`src/verilog/pesc_pkg.sv`:
```
// Purpose: Constants for the PHY event status and error counter block
// Assumes: Register indexes are word indexes; byte address is index times four
// Notes: Counter ceilings and half-full marks are fixed by the register layout
package pesc_pkg;
  localparam int DATA_W = 32;
  localparam int REG_W = 16;
  localparam int IDX_W = 6;
  localparam int NUM_EVT = 7;
  localparam int FC_W = 8;
  localparam int RE_W = 16;

  // Word indexes of the registers
  localparam logic [IDX_W-1:0] IDX_INT_CTRL = 6'h11;
  localparam logic [IDX_W-1:0] IDX_FIRST_ST = 6'h12;
  localparam logic [IDX_W-1:0] IDX_SECOND_ST = 6'h13;
  localparam logic [IDX_W-1:0] IDX_FALSE_CAR = 6'h14;
  localparam logic [IDX_W-1:0] IDX_RX_ERR = 6'h15;

  // Field positions
  localparam int CTRL_INT_EN_BIT = 1;
  localparam int CTRL_INT_OE_BIT = 0;
  localparam int ST1_FC_HF_BIT = 9;
  localparam int ST1_RE_HF_BIT = 8;
  localparam int ST1_FC_EN_BIT = 1;
  localparam int ST1_RE_EN_BIT = 0;
  localparam int ST2_STAT_LSB = 8;
  localparam int ST2_EN_LSB = 0;

  // Event vector order: 6 autoneg error .. 0 jabber; jabber does not clear on read
  localparam logic [NUM_EVT-1:0] EVT_COR_MASK = 7'h7e;

  // Reset values
  localparam logic [NUM_EVT-1:0] RST_EVT = 7'h00;
  localparam logic [1:0] RST_PAIR = 2'h0;
  localparam logic [FC_W-1:0] RST_FC = 8'h00;
  localparam logic [RE_W-1:0] RST_RE = 16'h0000;

  // Counter limits
  localparam logic [FC_W-1:0] FC_MAX = 8'hff;
  localparam logic [FC_W-1:0] FC_HALF = 8'h7f;
  localparam logic [RE_W-1:0] RE_MAX = 16'hffff;
  localparam logic [RE_W-1:0] RE_HALF = 16'h7fff;
endpackage : pesc_pkg

```
`src/verilog/pesc_top.sv`:
```
// Purpose: Event status, interrupt enables and saturating error counters of a PHY
// Assumes: Event inputs are single-cycle pulses from logic on I_CLOCK
// Notes: Registers reached over classic Wishbone, 32-bit data, low 16 bits used
// Function
// - Each event except jabber sets its status bit until the register is next read.
// - Interrupt needs event enable plus both global control bits set.
// - Status bits set whether or not the matching enable is set.
// - Reserved bits 15 and 7 of second status ignore writes, read zero.
// - Bit 14 flags autonegotiation error, resets zero, clears on read.
// - Bit 13 flags page received, resets zero, clears on read.
// - Bit 12 flags loopback FIFO over or underflow, clears on read.
// - Bit 11 flags crossover state change, resets zero, clears on read.
// - Bit 10 flags sleep mode event, resets zero, clears on read.
// - Bit 9 flags receive polarity change, resets zero, clears on read.
// - Bit 8 shows jabber, read only, resets zero, not cleared by reading.
// - Bits 6 to 0 are read-write event enables, reset zero.
// - Eight-bit false carrier count rises once per false carrier event.
// - False carrier count holds at FFh instead of wrapping.
// - False carrier count passing 7Fh raises a half-full event.
// - Reading false carrier register zeroes it; bits 15:8 read zero.
// - Receive error count rises per error with carrier and data valid.
// - Receive error count frozen during MII loopback.
// - Receive error count holds at FFFFh instead of wrapping.
// - Receive error count passing 7FFFh raises event; read clears it.
// - Half-full events latch in first status bits 9, 8, enabled by 1, 0.
// - Control bit 1 enables event interrupts, bit 0 makes pin active-low irq.
`timescale 1ns/1ps
module pesc_top
  import pesc_pkg::*;
#(
  parameter int ADR_W = 8
) (
  input wire logic I_CLOCK,
  input wire logic I_RSTN,
  input wire logic I_WB_CYC,
  input wire logic I_WB_STB,
  input wire logic I_WB_WE,
  input wire logic [ADR_W-1:0] I_WB_ADR,
  input wire logic [3:0] I_WB_SEL,
  input wire logic [DATA_W-1:0] I_WB_DAT,
  output logic [DATA_W-1:0] O_WB_DAT,
  output logic O_WB_ACK,
  input wire logic I_AN_ERR_EVT,
  input wire logic I_PAGE_RX_EVT,
  input wire logic I_LB_FIFO_EVT,
  input wire logic I_XOVER_CHG_EVT,
  input wire logic I_SLEEP_EVT,
  input wire logic I_POL_CHG_EVT,
  input wire logic I_JABBER,
  input wire logic I_FALSE_CARRIER_EVT,
  input wire logic I_RX_ERR_EVT,
  input wire logic I_CARRIER_VALID,
  input wire logic I_RX_DV,
  input wire logic I_MII_LOOPBACK,
  output logic O_IRQ_N,
  output logic O_IRQ_OE
);

  logic ack_q;
  logic [DATA_W-1:0] rdat_q;
  logic [DATA_W-1:0] rdat_d;
  logic take;
  logic rd_take;
  logic wr_take;
  logic [IDX_W-1:0] idx;
  logic [NUM_EVT-1:0] evt;
  logic [NUM_EVT-1:0] st2_q;
  logic [NUM_EVT-1:0] en2_q;
  logic [1:0] st1_q;
  logic [1:0] en1_q;
  logic [1:0] ctrl_q;
  logic [FC_W-1:0] fc_q;
  logic [FC_W-1:0] fc_d;
  logic [RE_W-1:0] re_q;
  logic [RE_W-1:0] re_d;
  logic clr_st2;
  logic clr_st1;
  logic clr_fc;
  logic clr_re;
  logic fc_inc;
  logic re_evt;
  logic re_inc;
  logic fc_hf_evt;
  logic re_hf_evt;
  logic irq_d;

  // Bus decode; one cycle of ack per request, dropped the cycle after
  assign take = I_WB_CYC & I_WB_STB & ~ack_q;
  assign rd_take = take & ~I_WB_WE;
  assign wr_take = take & I_WB_WE & I_WB_SEL[0];
  // Byte address; the two low bits are ignored
  assign idx = I_WB_ADR[IDX_W+1:2];

  assign clr_st2 = rd_take && (idx == IDX_SECOND_ST);
  assign clr_st1 = rd_take && (idx == IDX_FIRST_ST);
  assign clr_fc = rd_take && (idx == IDX_FALSE_CAR);
  assign clr_re = rd_take && (idx == IDX_RX_ERR);

  always_ff @(posedge I_CLOCK) begin
    if (!I_RSTN) begin
      ack_q <= 1'b0;
    end else begin
      ack_q <= take;
    end
  end

  // Read data snapshot taken at the same edge as the clearing side effects
  always_comb begin
    rdat_d = '0;
    case (idx)
      IDX_INT_CTRL: begin
        rdat_d[CTRL_INT_EN_BIT] = ctrl_q[1];
        rdat_d[CTRL_INT_OE_BIT] = ctrl_q[0];
      end
      IDX_FIRST_ST: begin
        rdat_d[ST1_FC_HF_BIT] = st1_q[1];
        rdat_d[ST1_RE_HF_BIT] = st1_q[0];
        rdat_d[ST1_FC_EN_BIT] = en1_q[1];
        rdat_d[ST1_RE_EN_BIT] = en1_q[0];
      end
      IDX_SECOND_ST: begin
        // Bits 15 and 7 stay zero
        rdat_d[ST2_STAT_LSB +: NUM_EVT] = st2_q;
        rdat_d[ST2_EN_LSB +: NUM_EVT] = en2_q;
      end
      IDX_FALSE_CAR: begin
        rdat_d[FC_W-1:0] = fc_q;
      end
      IDX_RX_ERR: begin
        rdat_d[RE_W-1:0] = re_q;
      end
      default: begin
        rdat_d = '0;
      end
    endcase
  end

  always_ff @(posedge I_CLOCK) begin
    if (!I_RSTN) begin
      rdat_q <= '0;
    end else if (rd_take) begin
      rdat_q <= rdat_d;
    end
  end

  // Writable control and enable fields; only the low byte lane holds them
  always_ff @(posedge I_CLOCK) begin
    if (!I_RSTN) begin
      ctrl_q <= RST_PAIR;
      en1_q <= RST_PAIR;
      en2_q <= RST_EVT;
    end else if (wr_take) begin
      if (idx == IDX_INT_CTRL) begin
        ctrl_q <= {I_WB_DAT[CTRL_INT_EN_BIT], I_WB_DAT[CTRL_INT_OE_BIT]};
      end
      if (idx == IDX_FIRST_ST) begin
        en1_q <= {I_WB_DAT[ST1_FC_EN_BIT], I_WB_DAT[ST1_RE_EN_BIT]};
      end
      if (idx == IDX_SECOND_ST) begin
        en2_q <= I_WB_DAT[ST2_EN_LSB +: NUM_EVT];
      end
    end
  end

  assign evt = {I_AN_ERR_EVT, I_PAGE_RX_EVT, I_LB_FIFO_EVT, I_XOVER_CHG_EVT,
                I_SLEEP_EVT, I_POL_CHG_EVT, I_JABBER};

  // Sticky status per event except jabber; a new event beats a clearing read
  for (genvar i = 0; i < NUM_EVT; i++) begin : g_st2
    always_ff @(posedge I_CLOCK) begin
      if (!I_RSTN) begin
        st2_q[i] <= RST_EVT[i];
      end else if (EVT_COR_MASK[i]) begin
        // Set whatever the enable says
        st2_q[i] <= (st2_q[i] & ~clr_st2) | evt[i];
      end else begin
        // Jabber bit mirrors the condition, so reading cannot hide it
        // Limitation: a jabber pulse between two reads is not remembered
        st2_q[i] <= evt[i];
      end
    end
  end

  // False carrier counter, saturating
  assign fc_inc = I_FALSE_CARRIER_EVT && (fc_q != FC_MAX);
  assign fc_hf_evt = I_FALSE_CARRIER_EVT && (fc_q == FC_HALF);

  always_comb begin
    fc_d = fc_q;
    if (clr_fc) begin
      // Increment in the clearing cycle is kept
      fc_d = I_FALSE_CARRIER_EVT ? {{(FC_W-1){1'b0}}, 1'b1} : RST_FC;
    end else if (fc_inc) begin
      fc_d = fc_q + 8'h01;
    end
  end

  always_ff @(posedge I_CLOCK) begin
    if (!I_RSTN) begin
      fc_q <= RST_FC;
    end else begin
      fc_q <= fc_d;
    end
  end

  // Receive error counter, qualified and saturating
  assign re_evt = I_RX_ERR_EVT && I_CARRIER_VALID && I_RX_DV && !I_MII_LOOPBACK;
  assign re_inc = re_evt && (re_q != RE_MAX);
  assign re_hf_evt = re_evt && (re_q == RE_HALF);

  always_comb begin
    re_d = re_q;
    if (clr_re) begin
      re_d = re_evt ? {{(RE_W-1){1'b0}}, 1'b1} : RST_RE;
    end else if (re_inc) begin
      re_d = re_q + 16'h0001;
    end
  end

  always_ff @(posedge I_CLOCK) begin
    if (!I_RSTN) begin
      re_q <= RST_RE;
    end else begin
      re_q <= re_d;
    end
  end

  // Half-full events latched in the first status register
  always_ff @(posedge I_CLOCK) begin
    if (!I_RSTN) begin
      st1_q <= RST_PAIR;
    end else begin
      st1_q <= (st1_q & {2{~clr_st1}}) | {fc_hf_evt, re_hf_evt};
    end
  end

  // Interrupt pin only drives when configured as output; active low
  assign irq_d = ctrl_q[1] && ctrl_q[0] &&
                 (|(st2_q & en2_q) || |(st1_q & en1_q));

  // Pin level kept in its own flop so the output carries no inverter
  always_ff @(posedge I_CLOCK) begin
    if (!I_RSTN) begin
      O_IRQ_N <= 1'b1;
      O_IRQ_OE <= 1'b0;
    end else begin
      O_IRQ_N <= ~irq_d;
      O_IRQ_OE <= ctrl_q[0];
    end
  end

  assign O_WB_ACK = ack_q;
  assign O_WB_DAT = rdat_q;
endmodule : pesc_top

```
`config.mk`:
```
export PLATFORM = sky130hd
export DESIGN_NAME = pesc_top
export DESIGN_NICKNAME = d
export VERILOG_FILES = /design/src/verilog/pesc_pkg.sv /design/src/verilog/pesc_top.sv
export SDC_FILE = /design/constraint.sdc
export NUM_CORES = 1
export LEC_CHECK = 0
export ABC_AREA = 1
export BUFFER_PORTS_ARGS = -buffer_cell sky130_fd_sc_hd__buf_2
export CORE_UTILIZATION = 30
export DETAILED_ROUTE_END_ITERATION = 7
export GPL_ROUTABILITY_DRIVEN = 1
export PLACE_DENSITY = 0.61
export SETUP_SLACK_MARGIN = 0.3
export SLEW_MARGIN = 20
export SYNTH_ARGS = -nofsm -noshare
export SYNTH_HDL_FRONTEND = slang
export SYNTH_SLANG_ARGS = --single-unit
export TNS_END_PERCENT = 30
```
`constraint.sdc`:
```
create_clock -name I_CLOCK -period 1.98 [get_ports I_CLOCK]
set_input_delay 0.099 -clock I_CLOCK [delete_from_list [all_inputs] [get_ports I_CLOCK]]
set_output_delay 0.099 -clock I_CLOCK [all_outputs]
set_load 0.03 [all_outputs]
```
==> results of run 1 <==
## Yosys cell counts (all sizes together)
cell type,number
nand4,2
a21oi,42
o311ai,1
a31oi,6
nor3,7
nand3,47
clkinv,1
nand2,140
nor2,69
o21ai,21
nand3b,1
clkbuf,4
o22ai,2
conb,1
inv,45
ha,2
buf,22
xor2,3
o211ai,1
xnor2,1
o21bai,1
dfxtp,63
## repair_timing
| action | CTS | global route |
|---|---|---|
| hold endpoints to repair | 7 | 0 |
| hold buffers | 7 | 0 |
| gates resized for setup | 0 | 9 |
| endpoints found under the setup margin | 0 | 17 |
## sequential cells by signal, indices dropped and copies added, names as in the netlist, 2 cells and up
| register | cells |
|---|---|
| en1_q | 2 |
| ctrl_q | 2 |
| O_WB_DAT | 16 |
| en2_q | 7 |
| st1_q | 2 |
| st2_q | 7 |
| re_q | 16 |
| fc_q | 8 |
## worst reg2reg max path: stages, from the launching register on
cell and delay [ns]:
dfxtp_2 0.35, ha_1 0.19, nand2_2 0.11, nor2_4 0.16, nand2_2 0.11, o21ai_4 0.20
buf_6 0.17, nand3_1 0.07, a21oi_1 0.14
## kinds of logic after synthesis
family,Yosys count,share of synthesized area
fa+ha+maj,2,0.00774
simple gates,266,0.357
flops,63,0.390
other cells,1,0.00116
buf+inv,72,0.110
compound gates,74,0.124
xor+xnor,4,0.0108
## stage by stage
stage | instance area, µm² | util | hold WS, ns | power, µW | setup WS, ns
6_report | 3900 | 0.376 | 0.0109 | 2650 | 0.405
5_1_grt | 3900 | 0.376 | 0.0297 | 2760 | 0.283
4_1_cts | 3870 | 0.373 | 0.00726 | 2670 | 0.356
3_5_place_dp | 3600 | 0.347 | 0.288 | 1530 | 0.384
3_3_place_gp | 3600 | 0.347 | 0.298 | 1520 | 0.410
2_1_floorplan | 3290 | - | 0.197 | 1480 | 0.524
## worst paths after layout
| check | slack [ns] | endpoint |
|---|---|---|
| hold / removal | 0.01 | O_WB_ACK |
| hold reg to reg | 0.44 | O_IRQ_N |
| setup reg to reg | 0.40 | re_q[8] |
| setup / recovery | 0.40 | re_q[8] |
## routing by layer
layer	track usage	up-vias
met4	0.0536	0
met3	0.0458	11
met1	0.187	1446
li1	-	1648
met2	0.264	90
met5	0	-
## where the power goes
group          switching (µW)  internal (µW)  total [µW]
combinational             144           67.5         211
sequential               15.9           1290        1300
clock                     527            608        1140
total                     687           1960        2650
## final cells by class
| class | instances | share of cell area |
|---|---|---|
| multi-input combinational | 362 | 0.436 |
| sequential | 63 | 0.324 |
| timing repair buffer | 66 | 0.101 |
| inverter | 46 | 0.0446 |
| tap | 136 | 0.0436 |
| clock buffer | 10 | 0.0353 |
| clock inverter | 6 | 0.0154 |
==> impl_metrics.json, run 1 <==
{
  "crit_start": "re_q[0]",
  "place_inst": 666,
  "syn_inst": 482,
  "first_iter_violations": 211,
  "vias_per_cell": 4.64,
  "max-vdd-ir-drop_mv": 0.302,
  "ios": 96,
  "met1Wirelength_um": 3590,
  "numCtsBuffers": 9,
  "crit_required_ns": 2.26,
  "cts_tree": "yes",
  "finalHoldViolCount": 0,
  "period_minus_slack_ns": 1.58,
  "crit_type": "reg -> reg",
  "path_cells": "ha_1, nand2_2, nor2_4, nand2_2, o21ai_4, buf_6, nand3_1, a21oi_1",
  "wl_um": 8270,
  "dp_hpwl_um": 6200,
  "final_cell_mix": "132 x nand2_1, 61 x dfxtp_1, 58 x nor2_1, 49 x buf_2, 45 x nand3_1",
  "yosys_warnings": 0,
  "clock-sinks": 63,
  "finalSetupViolCount": 0,
  "gp_congestion": 0.830,
  "min_path_type": "in -> reg",
  "routed.top_layer": "met4",
  "grt_pass1_vias": 2964,
  "cp_max_fo": 12,
  "yosys.area.top_type_share": 0.390,
  "gr-total-overflow": 0,
  "cp_top_family": "simple AND/OR/NAND/NOR gates",
  "start_util": 0.312,
  "ys_ff_latch": 63,
  "crit_top_cell": "nand2_2",
  "grt.total_usage": 0.156,
  "clock_path_buffers": 2,
  "antenna_found_initial": 0,
  "syn_area_per_cell_um2": 6.71,
  "wl_per_cell_um": 12.0,
  "layout.cells.non_filler": 689,
  "cp_slowest_stage_delay_ns": 0.35,
  "die_h_um": 106,
  "firstDrtPassIters": 4,
  "drive_gt1_frac": 0.188,
  "end_kind": "register",
  "dieArea_um2": 11200,
  "port_buffers": 49,
  "reg2reg_depth": 8,
  "hold_start": "I_WB_STB",
  "clock_latency_ns": 0.35,
  "wl_met3_um": 535,
  "area_delta_synth_final_pct": 20.5,
  "cp_num_buf_inv": 1,
  "cp_num_cells": 8,
  "ys_seq_area_frac": 0.390,
  "run_status": "finished clean",
  "cts_root_buffer": "clkbuf_8",
  "power.leakage_uw": 0.00162,
  "htreeDepth": 3,
  "fmax_ghz": 0.635,
  "power_density_nw_per_um2": 679,
  "final_nets": 611,
  "placeableCoreArea_um2": 10400,
  "finClkSkew_ns": 0.0105,
  "worstHoldPathCells": 3,
  "rsz0062_at_grt": "yes",
  "cap_violations": 0,
  "crit_slowest_cell": "dfxtp_2",
  "clk_pin_slew_ns": 0.07,
  "multi_input_area_um2": 1700,
  "synth.cell_area_um2": 3230,
  "grt_max_degree": 26,
  "synth_area_leaders": "dfxtp_1 39%, nand2_1 15%, nand3_1 7.0%, nor2_1 6.8%, a21oi_1 6.5%",
  "yosysUniqueCellTypes": 32,
  "drv_slew": 0,
  "timing.rr.start": "re_q[0]",
  "die_w_um": 106,
  "setup_tns_ns": 0,
  "fin_crit_sh": 0.795,
  "antenna_left": 0,
  "num_rows": 37,
  "seqCellArea_um2": 1260,
  "final_common_cell": "nand2_1",
  "drc": 0,
  "start_kind": "register",
  "wl_met2_um": 4020,
  "arrival_ns": 1.85,
  "diodes": 0,
  "vias": 3195,
  "cts_setup_buffers": 0,
  "grt_pass1_wl_um": 13700,
  "yosys.area.top_type": "dfxtp_1",
  "fillerInstances": 1105
}
Power figures use the tool's default switching activity.
==> run 2, diff against run 1 <==
Clock period 1.98 ns to 1.5 ns, I/O delays scaled along.
==> run 2 against run 1 <==
Effect of this change:
- the flow now finishes with violations (negative setup slack)
- flip-flop and latch count did not move
- first-iteration DRC count down 8.5%
- clock power increased by 46%
- wire length grew 11%
- worst hold slack got worse by 0.0067 ns
==> impl_metrics.json, run 2 (same netlist as run 1, synthesis figures left out) <==
{
  "clk_pin_slew_ns": 0.08,
  "wl_per_cell_um": 12.8,
  "drc": 0,
  "final_common_cell": "nand2_1",
  "final_area_um2": 4390,
  "arrival_ns": 1.78,
  "reg2reg_to": "re_q[0]",
  "finalHoldViolCount": 0,
  "cp_slowest_stage_delay_ns": 0.40,
  "start_kind": "register",
  "period_minus_slack_ns": 1.51,
  "worstHoldPathCells": 3,
  "antenna_left": 0,
  "power.leakage_uw": 0.00188,
  "start_util": 0.312,
  "grt_pass1_vias": 3135,
  "path_cells": "nand2_1, nor2_2, nand2_4, o21ai_4, buf_6, nand3_1, a21oi_1",
  "cts_root_buffer": "clkbuf_8",
  "run_status": "finished, violations left",
  "crit_type": "reg -> reg",
  "cp_max_fo": 7,
  "dp_hpwl_um": 6660,
  "multi_input_area_um2": 1890,
  "grt_pass1_wl_um": 14900,
  "cp_num_cells": 7,
  "final_util": 0.423,
  "drive_gt1_frac": 0.297,
  "dieArea_um2": 11200,
  "wl_um": 9220,
  "htreeDepth": 3,
  "final_cell_mix": "127 x nand2_1, 51 x dfxtp_1, 49 x buf_2, 48 x nor2_1, 42 x nand3_1",
  "gp_congestion": 0.855,
  "num_rows": 37,
  "diodes": 0,
  "finalSetupViolCount": 2,
  "vias_per_cell": 4.66,
  "finClkSkew_ns": 0.0130,
  "numCtsBuffers": 9,
  "first_iter_violations": 193,
  "reg2reg_depth": 7,
  "die_h_um": 106,
  "place_area_um2": 3810,
  "timing.rr.start": "re_q[5]",
  "crit_slowest_cell": "dfxtp_2",
  "drv_slew": 0,
  "worst_slack_ns": -0.0135,
  "cp_num_buf_inv": 1,
  "die_w_um": 106,
  "power_density_nw_per_um2": 846,
  "layout.cells.non_filler": 719,
  "firstDrtPassIters": 4,
  "min_path_type": "in -> reg",
  "clock_path_buffers": 2,
  "placeableCoreArea_um2": 10400,
  "area_delta_synth_final_pct": 35.7,
  "place_inst": 685,
  "grt_max_degree": 20,
  "fillerInstances": 1057,
  "cp_top_family": "simple AND/OR/NAND/NOR gates",
  "fin_crit_sh": 1.01,
  "cts_tree": "yes",
  "vias": 3349,
  "holdWs_ns": 0.00418,
  "cap_violations": 0,
  "clock-sinks": 63,
  "rsz0062_at_grt": "yes",
  "hold_end": "en2_q[3]",
  "final_nets": 641,
  "hold_start": "I_WB_DAT[3]",
  "clock_latency_ns": 0.35,
  "max-vdd-ir-drop_mv": 0.359,
  "setup_tns_ns": -0.0212,
  "gr-total-overflow": 0,
  "grt.total_usage": 0.169,
  "r2r_setup_slack_ns": -0.01,
  "failed_checks": "negative setup slack",
  "ios": 96,
  "port_buffers": 49,
  "crit_required_ns": 1.77,
  "seqCellArea_um2": 1280,
  "end_kind": "register",
  "antenna_found_initial": 0,
  "fmax_ghz": 0.661
}
==> run 2: cell types whose count changed in the layout (fill, tap and decap cells not counted), sizes merged <==
cell	before	now
dlygate4sd3	7	10
clkbuf	10	9
inv	45	46
buf	59	85
bufinv	1	2
nand2	140	141
clkinvlp	2	1
==> run 2: how the worst max path moves through the flow <==
stage	from	endpoint
2_1_floorplan	re_q[1]	re_q[0]
3_3_place_gp	re_q[0]	re_q[9]
3_5_place_dp	re_q[0]	re_q[12]
4_1_cts	re_q[1]	re_q[0]
5_1_grt	re_q[5]	re_q[0]
6_report	re_q[5]	re_q[0]
==> run 2: worst min-delay path, delay by kind of cell <==
family | cells | cell delay [ns]
compound gates | 1 | 0.08
buf+inv | 1 | 0.07
simple gates | 1 | 0.09
==> run 2: final cells by class <==
cell class	count	share of cell area
multi-input combinational	363	0.431
sequential	63	0.293
timing repair buffer	95	0.147
inverter	46	0.0408
tap	136	0.0388
clock buffer	9	0.0282
clock inverter	7	0.0220
==> run 2: report_power, final <==
part / internal [µW] / switching (µW)
combinational: 115 / 212
clock: 939 / 728
sequential: 1690 / 23.0
==> run 2: what timing repair did <==
action                     in CTS  in global routing
cloned                          1                  0
gates resized for setup        19                 44
setup buffers                   5                  2
pin swaps                       8                 15
hold buffers                   10                  0
setup endpoints to repair      48                 55
hold endpoints to repair       10                  0
==> run 2: routing by layer <==
metal | share of wire | track usage
met4 | 0.010 | 0.0595
met5 | 0 | 0
met1 | 0.45 | 0.206
met3 | 0.045 | 0.0377
met2 | 0.50 | 0.290
==> run 2: metrics by stage <==
stage	setup WS, ns	power, µW
after floorplan	0.181	1960
final	-0.0135	3710
after detailed placement	0.0173	2040
after CTS	0.0175	3710
after global routing	-0.115	3850
after global placement	0.0537	2030
